==> src/core/tick_irq_pkg.sv <==
package tick_irq_pkg;

    // ------------------------------------------------------------------
    // Register map (byte addresses)
    // ------------------------------------------------------------------
    localparam int          ADDR_W        = 8;
    localparam int          DATA_W        = 32;
    localparam logic [7:0]  OFS_PRESC_SRC = 8'h00;
    localparam logic [7:0]  OFS_TICK_CTRL = 8'h04;
    localparam logic [7:0]  OFS_GLOBAL_EN = 8'h08;
    localparam logic [7:0]  OFS_ENABLES   = 8'h0C;
    localparam logic [7:0]  OFS_FLAGS     = 8'h10;
    localparam logic [7:0]  OFS_STATUS    = 8'h14;

    // ------------------------------------------------------------------
    // Reset values and field layout
    // ------------------------------------------------------------------
    localparam logic [7:0]  PRESC_SRC_RST  = 8'h00;
    localparam logic [7:0]  PRESC_SRC_MASK = 8'h33;
    localparam logic [7:0]  TICK_CTRL_RST  = 8'h00;
    localparam int          SEL_W          = 2;
    localparam int          PER_W          = 3;
    localparam int          TICK0_SEL_LSB  = 0;
    localparam int          TICK1_SEL_LSB  = 4;
    localparam int          TICK0_PER_LSB  = 0;
    localparam int          TICK1_PER_LSB  = 4;
    localparam int          TICK0_ON_BIT   = 3;
    localparam int          TICK1_ON_BIT   = 7;
    localparam int          PERIOD_EXP_MIN = 8;
    localparam int          PRESC_W_DOC    = 15;
    localparam int          SYS_DIV_W      = 2;
    localparam int          GLOBAL_EN_BIT  = 0;
    localparam int          STATUS_REQ_BIT = 0;
    localparam int          STATUS_GIE_BIT = 1;
    localparam int          STATUS_VEC_LSB = 8;

    // ------------------------------------------------------------------
    // Sources, in priority order (index 0 highest)
    // ------------------------------------------------------------------
    localparam int          NUM_SRC   = 12;
    localparam int          IDX_W     = 4;
    localparam int          VEC_W     = 6;
    localparam logic [5:0]  VEC_BASE  = 6'h04;
    localparam logic [5:0]  VEC_STEP  = 6'h04;
    localparam int          SRC_EXT   = 0;
    localparam int          SRC_TOUCH = 1;
    localparam int          SRC_TICK0 = 2;
    localparam int          SRC_CTM_P = 3;
    localparam int          SRC_CTM_A = 4;
    localparam int          SRC_PTM_P = 5;
    localparam int          SRC_PTM_A = 6;
    localparam int          SRC_TICK1 = 7;
    localparam int          SRC_I2C   = 8;
    localparam int          SRC_NVM   = 9;
    localparam int          SRC_UART  = 10;
    localparam int          SRC_LVD   = 11;
    localparam int          UART_COND_W = 6;

    typedef enum logic [1:0] {
        CLK_SYS,
        CLK_SYS_DIV4,
        CLK_SUB,
        CLK_HS
    } presc_src_t;

    typedef struct packed {
        logic                   ext_edge;
        logic                   touch_overflow;
        logic                   ctm_period_match;
        logic                   ctm_duty_match;
        logic                   ptm_period_match;
        logic                   ptm_duty_match;
        logic                   i2c_addr_match;
        logic                   i2c_timeout;
        logic                   i2c_byte_done;
        logic                   nvm_write_done;
        logic                   low_voltage;
        logic [UART_COND_W-1:0] uart_cond;
    } src_events_t;

    typedef struct packed {
        logic             req;
        logic [VEC_W-1:0] vector;
    } irq_out_t;

endpackage

==> src/core/tick_irq_ctrl.sv <==
`timescale 1ns/1ps

module tick_irq_ctrl #(
    parameter int PRESC_W = tick_irq_pkg::PRESC_W_DOC
) (
    input  wire logic                                  ref_clk,
    input  wire logic                                  rst,
    input  wire logic [tick_irq_pkg::ADDR_W-1:0]       paddr,
    input  wire logic                                  psel,
    input  wire logic                                  penable,
    input  wire logic                                  pwrite,
    input  wire logic [tick_irq_pkg::DATA_W-1:0]       pwdata,
    input  wire logic [3:0]                            pstrb,
    output logic      [tick_irq_pkg::DATA_W-1:0]       prdata,
    output logic                                       pready,
    output logic                                       pslverr,
    input  wire logic                                  sub_clk_pin,
    input  wire logic                                  hs_clk_pin,
    input  wire tick_irq_pkg::src_events_t             events,
    input  wire logic                                  stack_full,
    input  wire logic                                  irq_ack,
    input  wire logic                                  return_from_interrupt,
    output tick_irq_pkg::irq_out_t                     irq_o,
    output logic                                       wake_o
);

    // ------------------------------------------------------------------
    // Elaboration check
    // ------------------------------------------------------------------
    if (PRESC_W < tick_irq_pkg::PRESC_W_DOC) begin : g_bad_width
        $error("PRESC_W too small for the longest period");
    end

    localparam int N = tick_irq_pkg::NUM_SRC;

    logic [7:0]                       presc_src_r;
    logic [7:0]                       tick_ctrl_r;
    logic                             global_irq_enable_r;
    logic [N-1:0]                     en_r;
    logic [N-1:0]                     flags_r;
    logic [N-1:0]                     flags_nxt;
    logic [tick_irq_pkg::IDX_W-1:0]   idx_r;
    logic [tick_irq_pkg::IDX_W-1:0]   top_idx;
    logic                             req_r;
    logic [tick_irq_pkg::VEC_W-1:0]   vec_r;
    logic                             wake_r;
    logic [tick_irq_pkg::DATA_W-1:0]  prdata_r;
    logic [1:0]                       tick_ovf;

    // ------------------------------------------------------------------
    // APB decode
    // ------------------------------------------------------------------
    wire        setup_ph   = psel & ~penable;
    wire        access_ph  = psel & penable;
    wire        hit_presc  = (paddr == tick_irq_pkg::OFS_PRESC_SRC);
    wire        hit_tick   = (paddr == tick_irq_pkg::OFS_TICK_CTRL);
    wire        hit_gie    = (paddr == tick_irq_pkg::OFS_GLOBAL_EN);
    wire        hit_en     = (paddr == tick_irq_pkg::OFS_ENABLES);
    wire        hit_flags  = (paddr == tick_irq_pkg::OFS_FLAGS);
    wire        hit_status = (paddr == tick_irq_pkg::OFS_STATUS);
    wire        hit_any    = hit_presc | hit_tick | hit_gie | hit_en | hit_flags | hit_status;
    wire        wr_ok      = access_ph & pwrite & hit_any;
    wire [31:0] lane_mask  = {{8{pstrb[3]}}, {8{pstrb[2]}}, {8{pstrb[1]}}, {8{pstrb[0]}}};
    wire        presc_wr   = wr_ok & hit_presc & pstrb[0];
    wire        tick_wr    = wr_ok & hit_tick & pstrb[0];
    wire        gie_wr     = wr_ok & hit_gie & pstrb[0];
    wire        en_wr      = wr_ok & hit_en;
    wire        flag_wr    = wr_ok & hit_flags;
    wire [N-1:0] en_wval   = N'((pwdata & lane_mask) | (32'(en_r) & ~lane_mask));
    wire [N-1:0] flag_wval = N'((pwdata & lane_mask) | (32'(flags_r) & ~lane_mask));

    // Zero wait states; prdata is captured in the setup phase
    assign pready  = access_ph;
    assign pslverr = access_ph & ~hit_any;
    assign prdata  = prdata_r;

    wire [31:0] status_word = 32'({vec_r, 6'h00, global_irq_enable_r, req_r});
    wire [31:0] rd_data =
        hit_presc  ? 32'(presc_src_r & tick_irq_pkg::PRESC_SRC_MASK) :
        hit_tick   ? 32'(tick_ctrl_r) :
        hit_gie    ? 32'(global_irq_enable_r) :
        hit_en     ? 32'(en_r) :
        hit_flags  ? 32'(flags_r) :
        hit_status ? status_word : 32'h0000_0000;

    always_ff @(posedge ref_clk) begin
        if (rst) begin
            prdata_r <= 32'h0000_0000;
        end else if (setup_ph && !pwrite) begin
            prdata_r <= rd_data;
        end
    end

    // ------------------------------------------------------------------
    // Configuration registers
    // ------------------------------------------------------------------
    always_ff @(posedge ref_clk) begin
        if (rst) begin
            presc_src_r <= tick_irq_pkg::PRESC_SRC_RST;
            tick_ctrl_r <= tick_irq_pkg::TICK_CTRL_RST;
            en_r        <= '0;
        end else begin
            if (presc_wr) begin
                presc_src_r <= pwdata[7:0] & tick_irq_pkg::PRESC_SRC_MASK;
            end
            if (tick_wr) begin
                tick_ctrl_r <= pwdata[7:0];
            end
            if (en_wr) begin
                en_r <= en_wval;
            end
        end
    end

    // ------------------------------------------------------------------
    // Prescaler clock sources
    // ------------------------------------------------------------------
    // Three-stage synchronisers; a level counts once stages two and three agree
    logic [2:0] sub_sync_r;
    logic [2:0] hs_sync_r;
    logic       sub_lvl_r;
    logic       hs_lvl_r;
    logic [tick_irq_pkg::SYS_DIV_W-1:0] div_r;

    always_ff @(posedge ref_clk) begin
        if (rst) begin
            sub_sync_r <= 3'h0;
            hs_sync_r  <= 3'h0;
            sub_lvl_r  <= 1'b0;
            hs_lvl_r   <= 1'b0;
            div_r      <= '0;
        end else begin
            sub_sync_r <= {sub_sync_r[1:0], sub_clk_pin};
            hs_sync_r  <= {hs_sync_r[1:0], hs_clk_pin};
            if (sub_sync_r[1] == sub_sync_r[2]) begin
                sub_lvl_r <= sub_sync_r[2];
            end
            if (hs_sync_r[1] == hs_sync_r[2]) begin
                hs_lvl_r <= hs_sync_r[2];
            end
            div_r <= div_r + 1'b1;
        end
    end

    // The high-speed source is only seen at up to a quarter of ref_clk
    wire sub_rise  = sub_sync_r[1] & sub_sync_r[2] & ~sub_lvl_r;
    wire hs_rise   = hs_sync_r[1] & hs_sync_r[2] & ~hs_lvl_r;
    wire div4_tick = &div_r;

    // ------------------------------------------------------------------
    // Tick generators
    // ------------------------------------------------------------------
    for (genvar g = 0; g < 2; g++) begin : g_tick
        localparam int SEL_LSB = (g == 0) ? tick_irq_pkg::TICK0_SEL_LSB : tick_irq_pkg::TICK1_SEL_LSB;
        localparam int PER_LSB = (g == 0) ? tick_irq_pkg::TICK0_PER_LSB : tick_irq_pkg::TICK1_PER_LSB;
        localparam int ON_BIT  = (g == 0) ? tick_irq_pkg::TICK0_ON_BIT : tick_irq_pkg::TICK1_ON_BIT;

        logic [PRESC_W-1:0] cnt_r;
        wire tick_irq_pkg::presc_src_t src =
            tick_irq_pkg::presc_src_t'(presc_src_r[SEL_LSB +: tick_irq_pkg::SEL_W]);
        wire [tick_irq_pkg::PER_W-1:0] per = tick_ctrl_r[PER_LSB +: tick_irq_pkg::PER_W];
        wire on = tick_ctrl_r[ON_BIT];
        wire presc_clock =
            (src == tick_irq_pkg::CLK_SYS)      ? 1'b1 :
            (src == tick_irq_pkg::CLK_SYS_DIV4) ? div4_tick :
            (src == tick_irq_pkg::CLK_SUB)      ? sub_rise : hs_rise;
        // Period 2^(8+per): overflow when the low 8+per bits are all ones
        wire [PRESC_W-1:0] per_mask =
            PRESC_W'(~({PRESC_W{1'b1}} << (tick_irq_pkg::PERIOD_EXP_MIN + int'(per))));

        always_ff @(posedge ref_clk) begin
            if (rst || !on) begin
                cnt_r <= '0;
            end else if (presc_clock) begin
                cnt_r <= cnt_r + 1'b1;
            end
        end

        assign tick_ovf[g] = on & presc_clock & ((cnt_r & per_mask) == per_mask);

        // Helper: cycles between overflows with a steady system-clock setup
        logic [PRESC_W:0] gap_r;
        logic             steady_r;
        always_ff @(posedge ref_clk) begin
            if (rst || presc_wr || tick_wr) begin
                gap_r    <= '0;
                steady_r <= 1'b0;
            end else if (tick_ovf[g]) begin
                gap_r    <= '0;
                steady_r <= (src == tick_irq_pkg::CLK_SYS);
            end else begin
                gap_r <= gap_r + 1'b1;
            end
        end

        chk_tick_period: assert property (@(posedge ref_clk) disable iff (rst)
            tick_ovf[g] && steady_r |-> int'(gap_r) == ((1 << (tick_irq_pkg::PERIOD_EXP_MIN + int'(per))) - 1))
            else $error("tick period does not match the selected time-out");
    end

    // ------------------------------------------------------------------
    // Request flags
    // ------------------------------------------------------------------
    wire [N-1:0] hw_set = {
        events.low_voltage,
        |events.uart_cond,
        events.nvm_write_done,
        events.i2c_addr_match | events.i2c_timeout | events.i2c_byte_done,
        tick_ovf[1],
        events.ptm_duty_match,
        events.ptm_period_match,
        events.ctm_duty_match,
        events.ctm_period_match,
        tick_ovf[0],
        events.touch_overflow,
        events.ext_edge
    };
    wire         served   = irq_ack & req_r;
    wire [N-1:0] ack_clr  = served ? (N'(1) << idx_r) : '0;

    // Hardware set wins over any clear; a service clear also wins over a software write
    assign flags_nxt = ((flag_wr ? flag_wval : flags_r) & ~ack_clr) | hw_set;

    always_ff @(posedge ref_clk) begin
        if (rst) begin
            flags_r <= '0;
            wake_r  <= 1'b0;
        end else begin
            flags_r <= flags_nxt;
            wake_r  <= |(flags_nxt & ~flags_r);
        end
    end
    assign wake_o = wake_r;

    // ------------------------------------------------------------------
    // Global enable
    // ------------------------------------------------------------------
    always_ff @(posedge ref_clk) begin
        if (rst) begin
            global_irq_enable_r <= 1'b0;
        end else if (return_from_interrupt) begin
            global_irq_enable_r <= 1'b1;
        end else if (served) begin
            global_irq_enable_r <= 1'b0;
        end else if (gie_wr) begin
            global_irq_enable_r <= pwdata[tick_irq_pkg::GLOBAL_EN_BIT];
        end
    end

    // ------------------------------------------------------------------
    // Priority and vector
    // ------------------------------------------------------------------
    wire [N-1:0] pend = flags_r & en_r;

    always_comb begin
        top_idx = '0;
        for (int i = N - 1; i >= 0; i--) begin
            if (pend[i]) begin
                top_idx = tick_irq_pkg::IDX_W'(i);
            end
        end
    end

    // Ack drops the request at once so a stale one is never offered twice
    wire req_nxt = global_irq_enable_r & (|pend) & ~stack_full & ~served;

    always_ff @(posedge ref_clk) begin
        if (rst) begin
            req_r <= 1'b0;
            idx_r <= '0;
            vec_r <= '0;
        end else begin
            req_r <= req_nxt;
            idx_r <= top_idx;
            vec_r <= tick_irq_pkg::VEC_BASE + tick_irq_pkg::VEC_W'(tick_irq_pkg::VEC_STEP * top_idx);
        end
    end

    // The core pushes only its program counter on ack; nothing else is saved here
    assign irq_o.req    = req_r;
    assign irq_o.vector = vec_r;

    // ------------------------------------------------------------------
    // Checks
    // ------------------------------------------------------------------
    chk_tick_sets_flag: assert property (@(posedge ref_clk) disable iff (rst)
        tick_ovf[0] |=> flags_r[tick_irq_pkg::SRC_TICK0])
        else $error("tick overflow did not set its flag");

    chk_req_gated: assert property (@(posedge ref_clk) disable iff (rst)
        irq_o.req |-> $past(global_irq_enable_r) && !$past(stack_full) && ($past(pend) != '0))
        else $error("request raised without enables or with full stack");

    chk_service_clears: assert property (@(posedge ref_clk) disable iff (rst)
        served && !return_from_interrupt && !hw_set[idx_r] |=> !global_irq_enable_r && !flags_r[$past(idx_r)])
        else $error("service did not clear flag and global enable");

    chk_presc_reserved: assert property (@(posedge ref_clk) disable iff (rst)
        setup_ph && !pwrite && hit_presc |=> (prdata[7:6] == 2'h0) && (prdata[3:2] == 2'h0))
        else $error("reserved prescaler source bits read nonzero");

    chk_tick_reset: assert property (@(posedge ref_clk) disable iff (rst)
        $fell(rst) |-> tick_ctrl_r == tick_irq_pkg::TICK_CTRL_RST && !tick_ovf[0] && !tick_ovf[1])
        else $error("tick control not cleared by reset");

    chk_serial_flag: assert property (@(posedge ref_clk) disable iff (rst)
        (|events.uart_cond) |=> flags_r[tick_irq_pkg::SRC_UART])
        else $error("serial-port condition did not set flag");

    chk_two_wire_flag: assert property (@(posedge ref_clk) disable iff (rst)
        events.i2c_timeout || events.i2c_addr_match || events.i2c_byte_done |=> flags_r[tick_irq_pkg::SRC_I2C])
        else $error("two-wire event did not set flag");

    chk_wake_rise: assert property (@(posedge ref_clk) disable iff (rst)
        (|(flags_r & ~$past(flags_r))) |-> wake_o)
        else $error("rising flag did not wake");

    chk_flag_held: assert property (@(posedge ref_clk) disable iff (rst)
        !served && !flag_wr |=> (flags_r & $past(flags_r)) == $past(flags_r))
        else $error("flag dropped without service or software clear");

    chk_return_sets: assert property (@(posedge ref_clk) disable iff (rst)
        return_from_interrupt |=> global_irq_enable_r ##1 1)
        else $error("return-from-interrupt did not set global enable");

    chk_lowest_first: assert property (@(posedge ref_clk) disable iff (rst)
        irq_o.req |-> ($past(pend) & ((N'(1) << $past(top_idx)) - N'(1))) == '0)
        else $error("lower vector pending but higher one chosen");

    chk_vector_value: assert property (@(posedge ref_clk) disable iff (rst)
        irq_o.req |-> int'(irq_o.vector) == 4 * (int'(idx_r) + 1))
        else $error("vector not at four-word spacing");

    chk_tick1_flag: assert property (@(posedge ref_clk) disable iff (rst)
        tick_ovf[1] |=> flags_r[tick_irq_pkg::SRC_TICK1])
        else $error("tick 1 overflow did not set its flag");

    chk_timer_flag: assert property (@(posedge ref_clk) disable iff (rst)
        events.ptm_period_match |=> flags_r[tick_irq_pkg::SRC_PTM_P])
        else $error("timer period match did not set its flag");

    chk_nvm_flag: assert property (@(posedge ref_clk) disable iff (rst)
        events.nvm_write_done |=> flags_r[tick_irq_pkg::SRC_NVM])
        else $error("nonvolatile write completion did not set its flag");

    chk_low_volt_flag: assert property (@(posedge ref_clk) disable iff (rst)
        events.low_voltage |=> flags_r[tick_irq_pkg::SRC_LVD])
        else $error("low supply did not set its flag");

    chk_touch_flag: assert property (@(posedge ref_clk) disable iff (rst)
        events.touch_overflow |=> flags_r[tick_irq_pkg::SRC_TOUCH])
        else $error("touch slot overflow did not set its flag");

    chk_gie_blocks: assert property (@(posedge ref_clk) disable iff (rst)
        !global_irq_enable_r |=> !irq_o.req)
        else $error("request raised while global enable low");

endmodule // tick_irq_ctrl

==> config.mk <==
export PLATFORM = sky130hd
export DESIGN_NAME = tick_irq_ctrl
export DESIGN_NICKNAME = d
export VERILOG_FILES = /design/src/core/tick_irq_pkg.sv /design/src/core/tick_irq_ctrl.sv
export SDC_FILE = /design/constraint.sdc
export NUM_CORES = 1
export LEC_CHECK = 0
export BUFFER_PORTS_ARGS = -buffer_cell sky130_fd_sc_hd__buf_2
export CORE_MARGIN = 4
export CORE_UTILIZATION = 51
export CTS_BUF_LIST = sky130_fd_sc_hd__clkbuf_4 sky130_fd_sc_hd__clkbuf_8
export DETAILED_ROUTE_END_ITERATION = 8
export PLACE_DENSITY = 0.8
export SLEW_MARGIN = 20
export SYNTH_ARGS = -nofsm -noshare
export SYNTH_HDL_FRONTEND = slang
export SYNTH_SLANG_ARGS = --single-unit
==> constraint.sdc <==
create_clock -name ref_clk -period 2.3 [get_ports ref_clk]
set_input_delay 0.23 -clock ref_clk [delete_from_list [all_inputs] [get_ports ref_clk]]
set_output_delay 0.23 -clock ref_clk [all_outputs]
set_load 0.005 [all_outputs]
==> impl_results.md <==
* Vias in the first global route at around 4.5k
* Critical path endpoint category: flip-flop
* Fin. max-slew vios at 0
* Clk buf depth at 2
* Mapped cell area at 5086 um^2
* Area leader, netlist: dfxtp_1
* Worst Hold End: sub_sync_r[0]
* Max Cap Viol at 0
* Via density at 5.594
* Net switching power figure at 0.0007878 W
* Routed WL at ~13000 um
* Post-placement cell count at roughly 800
* Ys Warns at 0
* Overflow after GRT at 0
* Hold Path Depth at 2
* Final ANT Viol Nets at 0
* Critical path class: flip-flop to flip-flop
* Post-CTS Setup Inserts at 0
* Clk Latency, worst-skew pair at 0.38 ns
* Clk_skew at 0.01558 ns
* CTS sink count at 101
* Worst-path fanout max at 3
* Seq cells post-synth at 101
* Final period util at a little over nine tenths
* Comb power frac at 7.5%
* Slew @ Worst Pin at between 0.5 and 0.6 ns
* I/O Buffers at 70
* Share of cells above drive strength 1 at approximately a fifth
* Crit Reg-Reg Endpoint: vec_r[4]
* Initial antenna violation count at 0
* Reg2Reg Setup Slack at 0.13 ns
* Share of total power in the clock network at a little under two fifths
* Via count at 4643
* Setup crit start kind: flip-flop
* Sequential area share after synthesis at 39.75%
* Drt pass-1 iters at 5
* PD cells at 551.3 nW/um^2
* Fin util at about 60%
* CTS tree: built
* Row count at 36
* Routed len/inst at 15.29 um
* P&R area growth vs syn at 14.76%
* Drt initial violations at 285
* CP arrival at 2.47 ns
* Most frequent cells in the layout: dfxtp_1, nor2_1, buf_2
* Switching part of the total at 24.48%
* Flop pwr share at 55.5%
* Fmax at 461.0 MHz
* Worst Path Required at about 2.6 ns
* Setup violators final at 0
* Hold crit path type: input pin to flip-flop
* Cell-internal power at 0.002430 W
* RSZ-0062 raised after global routing: false
* Final TNS setup at 0 ns
* Clk pin slew, worst setup/hold paths at roughly 0.1 ns
* Largest net degree at the start of global routing at 27
* HP Start: sub_clk_pin
* IO Pins at about 110
* # H-tree levels at 3
* R2R depth at 9
* Status: complete, no violations
* Area share of the largest cell type after synthesis at 39.75%
* Total GRT Usage at a little under a quarter
* DPL Wire Length at 9732 um
* Normalized max-slew margin at ~62%
* Syn Inst Count at between 600 and 700
* P_leak at 2.395 nW
* Post-route DRC violation count at 0
* GP Congestion at 0.9537
* Ant diodes at 0
* Min Tclk post-route at 2.169 ns
* Num CTS Buffers at 9
* Main synth FF type: dfxtp_1
* Core area at 9729 um^2
* Endpoints failing hold at 0
* Syn Area/Cell at 8.379 um^2
* FILL cells at 865
* Post-synth EDFFs at 0
* VDD IR-drop max at 0.4497 mV
* Die height at 107.9 um
* Synth top area cells: dfxtp_1, nor2_1, mux2i_1
* First-pass GRT wire length at 21230 um
* Die Wd at 107.9 um
* Die ar. at 11630 um^2
* Final #Nets at 769
* CTS root buffer: clkbuf_8
* Starting Density at 52.28%
* Unique masters post-synth at 64
* Commonest non-fill, non-tap cell in the layout: dfxtp_1
* Ys async rst share at 0%
* Fin cells at 830
[how the worst max path moves through the flow]
| stage | endpoint | slack, ns | cells past startpoint |
|---|---|---|---|
| 3_5_place_dp | wake_o | 0.05 | 8 |
| 5_1_grt | vec_r[4] | 0.004 | 9 |
| 3_3_place_gp | wake_o | 0.05 | 8 |
| 2_1_floorplan | flags_r[11] | 0.17 | 8 |
| 4_1_cts | wake_o | 0.1 | 7 |
| 6_report | vec_r[4] | 0.13 | 9 |
[power groups by stage]
stage          clock, W  combinational [W]  sequential, W
2_1_floorplan         0           0.000150        0.00183
3_3_place_gp          0           0.000230        0.00183
3_5_place_dp          0           0.000237        0.00183
4_1_cts         0.00120           0.000238        0.00179
5_1_grt         0.00129           0.000265        0.00179
6_report        0.00119           0.000241        0.00179
[routing by layer]
layer / GRT usage, % / routed length, um / up-vias
met2: 38.19 / 6101 / 180
met5: 0 / 0 / -
met1: 27.44 / 5197 / 2153
met4: 13.44 / 657 / 0
met3: 3.239 / 734 / 49
li1: - / - / 2261
[metrics by stage]
stage | power, W | setup slack, ns | hold slack [ns] | area, um^2
after global placement | 0.002056 | 0.04846 | 0.4069 | 5625
after floorplan | 0.001976 | 0.1653 | 0.3474 | 5157
final | 0.003218 | 0.1308 | 0.06666 | 5837
after CTS | 0.003227 | 0.09783 | 0.05422 | 5836
after global routing | 0.003344 | 0.003981 | 0.07455 | 5837
after detailed placement | 0.002063 | 0.05150 | 0.4145 | 5625
[cell type report]
type	count	area [um^2]	area share, %
clock buffers	11	145.1	2.487
clock inverters	5	65.06	1.115
inverters	20	75.07	1.286
multi-input cells	461	2795	47.89
flip-flops and latches	101	2022	34.64
well taps	133	166.4	2.851
repair buffers	99	568.0	9.732
[critical path: stages (launching register included)]
cell and delay [ns]:
dfxtp_1 0.37, nand2_1 0.08, a32o_1 0.27, a22o_1 0.19
a21boi_0 0.16, o21a_1 0.20, inv_1 0.07, ha_1 0.21
or3_1 0.37, a21oi_1 0.17
[Yosys cell counts, types with 3 or more instances]
cell	number
nand2b_1	13
a22o_1	3
nor2_1	95
nand3_1	22
inv_1	20
buf_4	24
nand4_1	11
dfxtp_1	101
mux2i_1	34
and4_1	3
mux2_2	4
a22oi_1	10
ha_1	6
clkbuf_1	15
buf_2	3
o21ai_0	14
xor2_1	11
xnor2_1	9
a31oi_1	3
nand3b_1	5
and3_1	8
a311oi_1	3
nor3_1	10
or3_1	9
a21o_1	3
nor4_1	3
a221oi_1	7
nand2_1	48
a21oi_1	47
nor2b_1	20
[kinds of logic after synthesis]
group,count (synthesis),share of synthesized area (%)
mux,39,8.020
fa+ha+maj,6,1.476
simple gates,263,25.90
xor+xnor,20,3.444
flops,101,39.75
other cells,1,0.07373
compound gates,113,14.61
buf+inv,64,6.716
[repair_timing]
action / in CTS / in global routing
gates resized for setup: 0 / 1
endpoints found under the setup margin: 0 / 1
hold buffers: 0 / 0
No activity file was read; power rests on OpenSTA's default activity.
